**src/hdl/io_sync_timer_defs.vh**
```
/*
  Constants shared by the input conditioning and timer/counter block:
  clock rates, sampling divider, timer tick, gate time and mode codes.
  Assumes clk runs at CLK_MHZ and stands in for the crystal input clock.
*/
`ifndef IO_SYNC_TIMER_DEFS_VH
`define IO_SYNC_TIMER_DEFS_VH

// Clock rate and pin synchroniser sampling divider.
`define CLK_MHZ          100
`define SYNC_DIV         2

// Timer base tick and level latch period, in nanoseconds.
`define TICK_NS          200
`define TICK_CYCLES      ((`TICK_NS * `CLK_MHZ + 999) / 1000)

// Edge counting gate interval, in milliseconds.
`define GATE_MS          839
`define GATE_CYCLES      (`GATE_MS * 1000 * `CLK_MHZ)

// Quadrature saturation limits.
`define QUAD_MAX         16'h3FFF
`define QUAD_MIN         16'hC001

// Counter saturation value.
`define CNT_MAX          16'hFFFF

// Timer/counter mode codes.
`define MODE_IDLE        4'h0
`define MODE_ONTIME      4'h1
`define MODE_PERIOD      4'h2
`define MODE_PULSECOUNT  4'h3
`define MODE_TOTALCOUNT  4'h4
`define MODE_QUAD        4'h5
`define MODE_EDGELOG     4'h6
`define MODE_FREQ        4'h8
`define MODE_ONESHOT     4'h9
`define MODE_PWM         4'hA
`define MODE_EDGEDIV     4'hB
`define MODE_TRIAC       4'hC
`define MODE_TRIGCOUNT   4'hD

`endif

```
**src/hdl/sync_bank.v**
```verilog
/*
  A bank of two-stage synchronisers with a common sample enable.
  Assumes the inputs are asynchronous to clk and the enable is a
  one-cycle pulse on clk.
*/
`timescale 1ns/1ps
`default_nettype none

module sync_bank #(
  parameter WIDTH = 12
) (
  // Clock and reset
  input  wire             clk,
  input  wire             rst_n,
  // Sampling
  input  wire             sampleEn,
  input  wire [WIDTH-1:0] din,
  output reg  [WIDTH-1:0] dout
);

  reg [WIDTH-1:0] stage1;

  // The first stage feeds only the second one, so metastability has a full
  // sample period to settle before anything else sees the level.
  always @(posedge clk) begin
    if (!rst_n) begin
      stage1 <= {WIDTH{1'b0}};
      dout   <= {WIDTH{1'b0}};
    end else if (sampleEn) begin
      stage1 <= din;
      dout   <= stage1;
    end
  end

endmodule

`default_nettype wire

```
**src/hdl/io_sync_timer.v**
```verilog
/*
  Input conditioning for a twelve pin I/O port and two 16-bit timer/counters
  with their measurement and generation functions.
  Assumes clk is the crystal input clock, all pins are asynchronous, and the
  CPU byte port is driven from logic on clk.
*/
// What this block does
// - Each input pin passes a hardware synchroniser before any logic reads it.
// - Synchroniser samples at the input clock divided by two.
// - Chip select rising edges are seen without the slow synchroniser.
// - Level detect latches a falling edge on a 200 ns clock until cleared.
// - Serial receive data is buffered per byte and raises an interrupt.
// - Timer input results land in a readable latch without CPU help.
// - Pulse width and period measure 0.2 us up to 1.678 s.
// - Edge counting over a 0.839 s gate reports 0 to 65535 edges.
// - Quadrature decoding keeps a signed count within plus or minus 16383.
// - Edge logging records the time between successive transitions.
// - Square wave output spans 0.3 Hz to 2.5 MHz.
// - One pulse output lasts from 0.2 us to 1.678 s.
// - Pulse train duty cycle is settable from zero to full.
// - Edge divider outputs the input frequency divided by a chosen divisor.
// - Phase delay emits a pulse a programmed time after each input edge.
// - Triggered count output ends after a programmed number of edges.
// - Each timer has byte-written load, counter and byte-read latch.
// - First timer input is muxed from four pins, second is fixed.
// - Timer input edges act on rising, falling or both edges.
`timescale 1ns/1ps
`default_nettype none
`include "io_sync_timer_defs.vh"

module io_sync_timer #(
  parameter GATE_CYCLES = `GATE_CYCLES
) (
  // Clock and reset
  input  wire        clk,
  input  wire        rst_n,
  // Pins
  input  wire [11:0] pinIn,
  input  wire        chipSelectPin,
  output wire [11:0] syncPins,
  output wire [1:0]  tmrOut,
  // Level detect
  input  wire [7:0]  levelClear,
  output reg  [7:0]  levelLatched,
  // Chip select
  output reg         chipSelectRise,
  // Serial receive byte buffer
  input  wire        rxAck,
  output reg  [7:0]  rxByte,
  output reg         rxIrq,
  // Timer configuration
  input  wire [7:0]  tmrMode,
  input  wire [3:0]  tmrEdgeSel,
  input  wire [5:0]  tmrClkSel,
  input  wire [1:0]  tmr1PinSel,
  // CPU byte port
  input  wire        cpuWrEn,
  input  wire        cpuTmr,
  input  wire        cpuHiByte,
  input  wire [7:0]  cpuData,
  input  wire        cpuRdTmr,
  input  wire        cpuRdHi,
  output reg  [7:0]  latchByte,
  output wire [1:0]  measDone
);

  localparam [31:0] TICK_LAST_W = `TICK_CYCLES - 1;
  localparam [31:0] SYNC_LAST_W = `SYNC_DIV - 1;
  localparam [31:0] GATE_LAST_W = GATE_CYCLES - 1;
  localparam [7:0]  TICK_LAST   = TICK_LAST_W[7:0];
  localparam [3:0]  SYNC_LAST   = SYNC_LAST_W[3:0];
  localparam [26:0] GATE_LAST   = GATE_LAST_W[26:0];

  reg  [3:0]  divCnt;
  reg         sysTick;
  reg  [7:0]  tickCnt;
  reg         baseTick;
  reg  [6:0]  prescale;
  wire [10:0] fastPins;
  reg  [7:0]  levelPrev;
  reg         csPrev;
  reg         sclkPrev;
  reg  [2:0]  bitCnt;
  reg  [7:0]  shiftReg;
  wire [31:0] latchAll;
  wire [3:0]  hiPins;

  assign hiPins = syncPins[7:4];

  // True when the selected edge kind occurs between two samples.
  function edgeMatch;
    input [1:0] sel;
    input       prev;
    input       cur;
    begin
      edgeMatch = (sel[0] & ~prev & cur) | (sel[1] & prev & ~cur);
    end
  endfunction

  // Timer tick: base tick scaled by two to the power of the clock select.
  function tickFor;
    input [2:0] sel;
    input [6:0] pre;
    input       base;
    reg   [6:0] mask;
    begin
      mask = ~(7'h7F << sel);
      tickFor = base & ((pre & mask) == mask);
    end
  endfunction

  // Gray code step: 2'b01 counts up, 2'b11 counts down, 2'b00 holds.
  function [1:0] quadStep;
    input [1:0] prev;
    input [1:0] cur;
    begin
      case ({prev, cur})
        4'b0001, 4'b0111, 4'b1110, 4'b1000: quadStep = 2'b01;
        4'b0010, 4'b1011, 4'b1101, 4'b0100: quadStep = 2'b11;
        default: quadStep = 2'b00;
      endcase
    end
  endfunction

  // Sampling enable at half the input clock and the 200 ns base tick.
  always @(posedge clk) begin
    if (!rst_n) begin
      divCnt   <= 4'h0;
      sysTick  <= 1'b0;
      tickCnt  <= 8'h00;
      baseTick <= 1'b0;
      prescale <= 7'h00;
    end else begin
      sysTick  <= (divCnt == SYNC_LAST);
      divCnt   <= (divCnt == SYNC_LAST) ? 4'h0 : divCnt + 4'h1;
      baseTick <= (tickCnt == TICK_LAST);
      tickCnt  <= (tickCnt == TICK_LAST) ? 8'h00 : tickCnt + 8'h01;
      if (baseTick)
        prescale <= prescale + 7'h01;
    end
  end

  // Slow synchroniser for general pin use.
  sync_bank #(.WIDTH(12)) u_pinSync (
    .clk      (clk),
    .rst_n    (rst_n),
    .sampleEn (sysTick),
    .din      (pinIn),
    .dout     (syncPins)
  );

  // Full-rate synchroniser for the paths that bypass the slow one, so that
  // chip select edges and serial shift clock edges are not lost.
  sync_bank #(.WIDTH(11)) u_fastSync (
    .clk      (clk),
    .rst_n    (rst_n),
    .sampleEn (1'b1),
    .din      ({chipSelectPin, pinIn[9:0]}),
    .dout     (fastPins)
  );

  // Level detect, chip select edge and serial byte buffer.
  always @(posedge clk) begin
    if (!rst_n) begin
      // Starting low means a pin that idles low after reset is not taken for a fall.
      levelPrev      <= 8'h00;
      levelLatched   <= 8'h00;
      csPrev         <= 1'b0;
      chipSelectRise <= 1'b0;
      sclkPrev       <= 1'b0;
      bitCnt         <= 3'h0;
      shiftReg       <= 8'h00;
      rxByte         <= 8'h00;
      rxIrq          <= 1'b0;
    end else begin
      if (baseTick)
        levelPrev <= fastPins[7:0];
      // A falling edge in the clearing cycle still sets the latch.
      levelLatched <= (levelLatched & ~levelClear) |
                      (baseTick ? (levelPrev & ~fastPins[7:0]) : 8'h00);
      csPrev         <= fastPins[10];
      chipSelectRise <= fastPins[10] & ~csPrev;
      sclkPrev       <= fastPins[9];
      if (fastPins[9] & ~sclkPrev) begin
        shiftReg <= {shiftReg[6:0], fastPins[8]};
        bitCnt   <= bitCnt + 3'h1;
        if (bitCnt == 3'h7)
          rxByte <= {shiftReg[6:0], fastPins[8]};
      end
      rxIrq <= (rxIrq & ~rxAck) | (fastPins[9] & ~sclkPrev & (bitCnt == 3'h7));
    end
  end

  // Latch read port, one byte at a time.
  always @(posedge clk) begin
    if (!rst_n)
      latchByte <= 8'h00;
    else
      latchByte <= cpuRdTmr ? (cpuRdHi ? latchAll[31:24] : latchAll[23:16])
                            : (cpuRdHi ? latchAll[15:8] : latchAll[7:0]);
  end

  genvar g;
  generate
    for (g = 0; g < 2; g = g + 1) begin : tmr
      reg  [15:0] load;
      reg  [15:0] cnt;
      reg  [15:0] latch;
      reg  [3:0]  prevMode;
      reg         prevIn;
      reg  [1:0]  quadPrev;
      reg         outR;
      reg         running;
      reg         done;
      reg  [26:0] gateCnt;
      wire [3:0]  mode;
      wire [1:0]  edgeSel;
      wire        inSel;
      wire [1:0]  pair;
      wire        tick;
      wire        edgeHit;
      wire        wrHit;
      wire        arm;
      wire        gateEnd;
      wire [1:0]  step;
      wire [16:0] cntInc;
      wire        reachLoad;
      wire        notSat;

      assign mode      = tmrMode[4*g+3:4*g];
      assign edgeSel   = tmrEdgeSel[2*g+1:2*g];
      assign inSel     = (g == 0) ? hiPins[tmr1PinSel] : hiPins[0];
      assign pair      = (g == 0) ? hiPins[1:0] : hiPins[3:2];
      assign tick      = tickFor(tmrClkSel[3*g+2:3*g], prescale, baseTick);
      assign edgeHit   = edgeMatch(edgeSel, prevIn, inSel);
      assign wrHit     = cpuWrEn & (cpuTmr == g);
      assign arm       = wrHit & cpuHiByte;
      assign gateEnd   = (gateCnt == GATE_LAST);
      assign step      = quadStep(quadPrev, pair);
      assign cntInc    = {1'b0, cnt} + 17'h00001;
      assign reachLoad = cntInc >= {1'b0, load};
      assign notSat    = (cnt != `CNT_MAX);

      assign tmrOut[g]             = outR;
      assign measDone[g]           = done;
      assign latchAll[16*g+15:16*g] = latch;

      always @(posedge clk) begin
        if (!rst_n) begin
          load     <= 16'h0000;
          cnt      <= 16'h0000;
          latch    <= 16'h0000;
          prevMode <= 4'h0;
          prevIn   <= 1'b0;
          quadPrev <= 2'b00;
          outR     <= 1'b0;
          running  <= 1'b0;
          done     <= 1'b0;
          gateCnt  <= 27'h0000000;
        end else begin
          prevMode <= mode;
          prevIn   <= inSel;
          quadPrev <= pair;
          done     <= 1'b0;
          gateCnt  <= gateEnd ? 27'h0000000 : gateCnt + 27'h0000001;
          if (wrHit & ~cpuHiByte)
            load[7:0] <= cpuData;
          if (arm)
            load[15:8] <= cpuData;
          if (mode != prevMode) begin
            // A mode change restarts the counter so no stale count leaks out.
            cnt     <= 16'h0000;
            outR    <= 1'b0;
            running <= 1'b0;
          end else begin
            case (mode)
              `MODE_ONTIME: begin
                if (inSel) begin
                  if (tick & notSat)
                    cnt <= cntInc[15:0];
                end else if (prevIn) begin
                  latch <= cnt;
                  cnt   <= 16'h0000;
                  done  <= 1'b1;
                end
              end
              `MODE_PERIOD: begin
                if (edgeHit) begin
                  latch <= cnt;
                  cnt   <= 16'h0000;
                  done  <= 1'b1;
                end else if (tick & notSat)
                  cnt <= cntInc[15:0];
              end
              `MODE_PULSECOUNT: begin
                if (gateEnd) begin
                  latch <= cnt;
                  cnt   <= 16'h0000;
                  done  <= 1'b1;
                end else if (edgeHit & notSat)
                  cnt <= cntInc[15:0];
              end
              `MODE_TOTALCOUNT: begin
                if (edgeHit & notSat) begin
                  cnt   <= cntInc[15:0];
                  latch <= cntInc[15:0];
                  done  <= 1'b1;
                end
              end
              `MODE_QUAD: begin
                if (step == 2'b01 && cnt != `QUAD_MAX)
                  cnt <= cntInc[15:0];
                else if (step == 2'b11 && cnt != `QUAD_MIN)
                  cnt <= cnt - 16'h0001;
                latch <= cnt;
              end
              `MODE_EDGELOG: begin
                if (prevIn != inSel) begin
                  latch <= cnt;
                  cnt   <= 16'h0000;
                  done  <= 1'b1;
                end else if (tick & notSat)
                  cnt <= cntInc[15:0];
              end
              `MODE_FREQ: begin
                if (load == 16'h0000)
                  outR <= 1'b0;
                else if (tick) begin
                  // Half period is load ticks: load 1 gives 2.5 MHz.
                  if (reachLoad) begin
                    cnt  <= 16'h0000;
                    outR <= ~outR;
                  end else
                    cnt <= cntInc[15:0];
                end
              end
              `MODE_ONESHOT: begin
                if (arm) begin
                  outR <= 1'b1;
                  cnt  <= 16'h0000;
                end else if (outR & tick) begin
                  if (reachLoad) begin
                    outR <= 1'b0;
                    done <= 1'b1;
                  end else
                    cnt <= cntInc[15:0];
                end
              end
              `MODE_PWM: begin
                if (tick) begin
                  cnt  <= {8'h00, cntInc[7:0]};
                  outR <= load[8] | (cnt[7:0] < load[7:0]);
                end
              end
              `MODE_EDGEDIV: begin
                if (edgeHit & (load != 16'h0000)) begin
                  if (reachLoad) begin
                    cnt  <= 16'h0000;
                    outR <= ~outR;
                  end else
                    cnt <= cntInc[15:0];
                end
              end
              `MODE_TRIAC: begin
                if (edgeHit) begin
                  running <= 1'b1;
                  cnt     <= 16'h0000;
                  outR    <= 1'b0;
                end else if (tick) begin
                  if (running) begin
                    if (reachLoad) begin
                      running <= 1'b0;
                      outR    <= 1'b1;
                    end else
                      cnt <= cntInc[15:0];
                  end else
                    outR <= 1'b0;
                end
              end
              `MODE_TRIGCOUNT: begin
                if (arm) begin
                  outR <= 1'b1;
                  cnt  <= 16'h0000;
                end else if (outR & edgeHit) begin
                  if (reachLoad) begin
                    outR <= 1'b0;
                    done <= 1'b1;
                  end else
                    cnt <= cntInc[15:0];
                end
              end
              default: begin
                outR <= 1'b0;
              end
            endcase
          end
        end
      end
    end
  endgenerate

endmodule

`default_nettype wire

```
**config.mk**
```make
export PLATFORM = sky130hd
export DESIGN_NAME = io_sync_timer
export DESIGN_NICKNAME = d
export VERILOG_FILES = /design/src/hdl/sync_bank.v /design/src/hdl/io_sync_timer.v
export VERILOG_INCLUDE_DIRS = /design/src /design/src/hdl
export SDC_FILE = /design/constraint.sdc
export NUM_CORES = 1
export LEC_CHECK = 0
export ABC_AREA = 1
export BUFFER_PORTS_ARGS = -buffer_cell sky130_fd_sc_hd__buf_2
export CAP_MARGIN = 10
export CELL_PAD_IN_SITES_DETAIL_PLACEMENT = 0
export CELL_PAD_IN_SITES_GLOBAL_PLACEMENT = 1
export CORE_MARGIN = 2
export CORE_UTILIZATION = 25
export CTS_BUF_LIST = sky130_fd_sc_hd__clkbuf_4 sky130_fd_sc_hd__clkbuf_8
export DETAILED_ROUTE_END_ITERATION = 10
export MAX_ROUTING_LAYER = met4
export PLACE_DENSITY_LB_ADDON = 0.1
export SETUP_SLACK_MARGIN = 0.15
export SYNTH_ARGS = -nofsm -noshare
export SYNTH_HDL_FRONTEND = slang
export SYNTH_SLANG_ARGS = --single-unit
```
**constraint.sdc**
```tcl
create_clock -name clk -period 2.8 [get_ports clk]
set_input_delay 0.14 -clock clk [delete_from_list [all_inputs] [get_ports clk]]
set_output_delay 0.14 -clock clk [all_outputs]
set_load 0.03 [all_outputs]
```
==> flow_summary.ini <==
[clock_tree]
clockBufferDepth = 3
clock-root-buffer = clkbuf_8
cts_tree = built
htreeDepth = 2
path_clk_slew_ns = 0.06
clk_latency_ns = 0.72
cts_buffers = 59
cts_sinks = 282

[place]
dp_hpwl_mm = 52.26
gp_congestion = 0.9136
portBuffers = 98

[sta]
holdWs_ns = 0.04571
fmax_mhz = 327.0
slew_headroom_pct = 40.62
rsz0062_at_grt = true
worst_slack_ns = -0.2581
finalCritPeriodShare_pct = 109.2
layout_min_cycle_time_ns = 3.058
hold_viol_final = 0
tightest_slew_ns = 0.8814
setup_violations = 38
finalClockSkew_ns = 0.06501
drv_slew = 0
final.setup.tns_ns = -5.908

[floorplan]
rows = 97
die-area_um2 = 72330
die_w_um = 268.9
die_h_um = 268.9
ios = 99
coreArea_um2 = 69790
start_util_pct = 25.15

[power]
p_leak_nw = 10.68
power.density_nw_per_um2 = 481.3
swShare_pct = 30.79
power_frac_comb_pct = 19.3
total_power_w = 0.01137
seqPwrFrac_pct = 37.1
internal_power_w = 0.007866
p_switching_w = 0.003500
p_clk_share_pct = 43.7
ir_drop_mv = 0.3068

[critical_path]
cp-start-kind = flip-flop
crit_required_ns = 3.40
path_max_fanout = 4
arrival_ns = 3.65
r2r_start = tmr[0].cnt[0]
setup.worst_path.class = flip-flop to flip-flop
endpoint_kind = flip-flop
crit_start = tmr[0].cnt[0]

[route]
routed_wl_mm = 68.64
drc_errors = 0
first_pass_iters = 8
wl_per_cell_um = 16.98
ant_nets = 0
vias_per_cell = 4.604
num_vias = 18613
drtIter0Drc = 1055

[global_route]
grt_use_total_pct = 19.21
grt_max_degree = 60
grt_pass1_vias = 17976
grt.overflow.total = 0
grt_pass1_wl_mm = 104.0
antenna_found_initial = 1

[synth]
synthCells = 2679
ys_warn_count = 0
synthArstFlopShare_pct = 0
ys_seq_area_share_pct = 32.17
synth-seq-cells = 282
yosys.area.top_type = dfxtp_1
ys_top_cells_by_area = dfxtp_1 32%, nand2_1 12%, nor2_1 7.8%
synth.avg_cell_area_um2 = 6.551
synth-edff-count = 0
synthFlopType = dfxtp_1
synth_nets = 2813
syn_area_um2 = 17550
synth_top_area_share_pct = 32.17
synth_cell_types = 56

[run]
cap_viol_max_count = 0

[hold_path]
hold_path.class = input pin to flip-flop
hold_start = cpuHiByte

[status]
violations = negative setup slack
status = finished, violations left

[final_layout]
nets = 3195
final_layout_size_suffix_gt1_share_pct = 23.95
area_growth_pct = 34.56
[layout by cell type (no fill, tap or decap), types with 35 or more instances in the layout]
master,instances
buf_2,97
inv_1,312
clkbuf_8,71
ha_1,62
xor2_1,42
dfxtp_1,267
a21oi_1,194
buf_4,242
o21ai_0,183
dlygate4sd3_1,53
inv_2,35
nand2_1,514
nor3_1,58
nand4_1,45
nand3_1,154
nand2_2,41
nor2_1,345
[logic make-up (layout without fill, tap and decap cells)]
logic type / after synthesis / after routing / synth area share (%)
adders and majority gates: 77 / 77 / 5.490
xor gates and xnor gates: 67 / 67 / 3.344
and+or+nand+nor: 1303 / 1303 / 32.98
DFF: 282 / 282 / 32.17
AOI/OAI and AO/OA: 495 / 495 / 15.40
other: 0 / 1 / 0
buffers and inverters: 455 / 878 / 10.62
[worst paths after layout]
kind	endpoint	slack, ns	cells past startpoint
max	tmr[0].cnt[6]	-0.26	21
min	tmr[1].load[3]	0.05	4
max reg2reg	tmr[0].cnt[6]	-0.26	21
min reg2reg	chipSelectRise	0.38	1
[power by group through the flow]
stage | sequential, W | combinational (W) | clock, W
floorplan | 0.00434 | 0.00106 | 0
global placement | 0.00430 | 0.00180 | 0
detailed placement | 0.00430 | 0.00181 | 0
CTS | 0.00421 | 0.00202 | 0.00517
global route | 0.00423 | 0.00241 | 0.00534
finish | 0.00421 | 0.00219 | 0.00496
[metrics by stage]
stage,std cells,utilization (%),setup WS [ns],instance area [um2]
floorplan,2679,-,-0.01872,17750
global placement,3845,29.58,-0.5012,20640
detailed placement,3845,29.58,-0.4263,20640
CTS,4026,33.13,-0.2656,23120
global route,4043,33.84,-0.4058,23610
finish,4043,33.84,-0.2581,23610
[cell type report]
class | count | area [um2]
Tap cell | 940 | 1176
Timing Repair Buffer | 420 | 3227
Sequential cell | 282 | 5674
Clock inverter | 16 | 215.2
Multi-Input combinational cell | 1942 | 10870
Antenna cell | 1 | 2.502
Inverter | 356 | 1360
Clock buffer | 86 | 1090
Fill cell | 7561 | 46170
[what timing repair did]
item	in CTS	in global routing
gates resized for setup	110	85
hold buffers	53	0
hold endpoints to repair	93	0
cloned	0	3
pin swaps	57	80
buffers inserted	26	14
endpoints found under the setup margin	38	40
[layer usage]
metal  track usage, %  wire (um)  vias up
met2            30.80      31560      383
met3            2.630       3100      128
li1                 -          -     9489
met5                -          0        -
met4            6.997       2397        0
met1            24.63      31580     8613
[flip-flops by register name, indices dropped and copies added (netlist names), 8 cells and up]
signal	flops
levelPrev	8
tmr.cnt	32
tickCnt	8
tmr.latch	32
u_fastSync.dout	11
tmr.prevMode	8
u_pinSync.dout	12
tmr.gateCnt	54
u_fastSync.stage1	11
u_pinSync.stage1	12
rxByte	8
levelLatched	8
latchByte	8
tmr.load	32
[synth_stat cells, drive strengths merged, types with 48 or more instances]
cell	instances
buf	51
ha	77
dfxtp	282
a21oi	205
nor3	67
o21ai	218
xor2	54
nor2	395
inv	353
nand2	577
clkbuf	48
nand3	185
[critical path: stages, from the launching register on]
cell and delay [ns]:
dfxtp_4 0.38, ha_4 0.15, nand3_4 0.09, nor2_4 0.19
buf_6 0.14, nand3_4 0.07, xor2_2 0.16, inv_2 0.10
ha_4 0.30, nand2_4 0.05, nor3_4 0.11, nand3_2 0.14
nor2_4 0.15, nor2_4 0.06, buf_6 0.12, nand3_4 0.13
buf_6 0.12, nand4_1 0.18, nand2_1 0.13, nand3_1 0.07
nand2_1 0.06, inv_1 0.04
No activity file was read; power rests on OpenSTA's default activity.
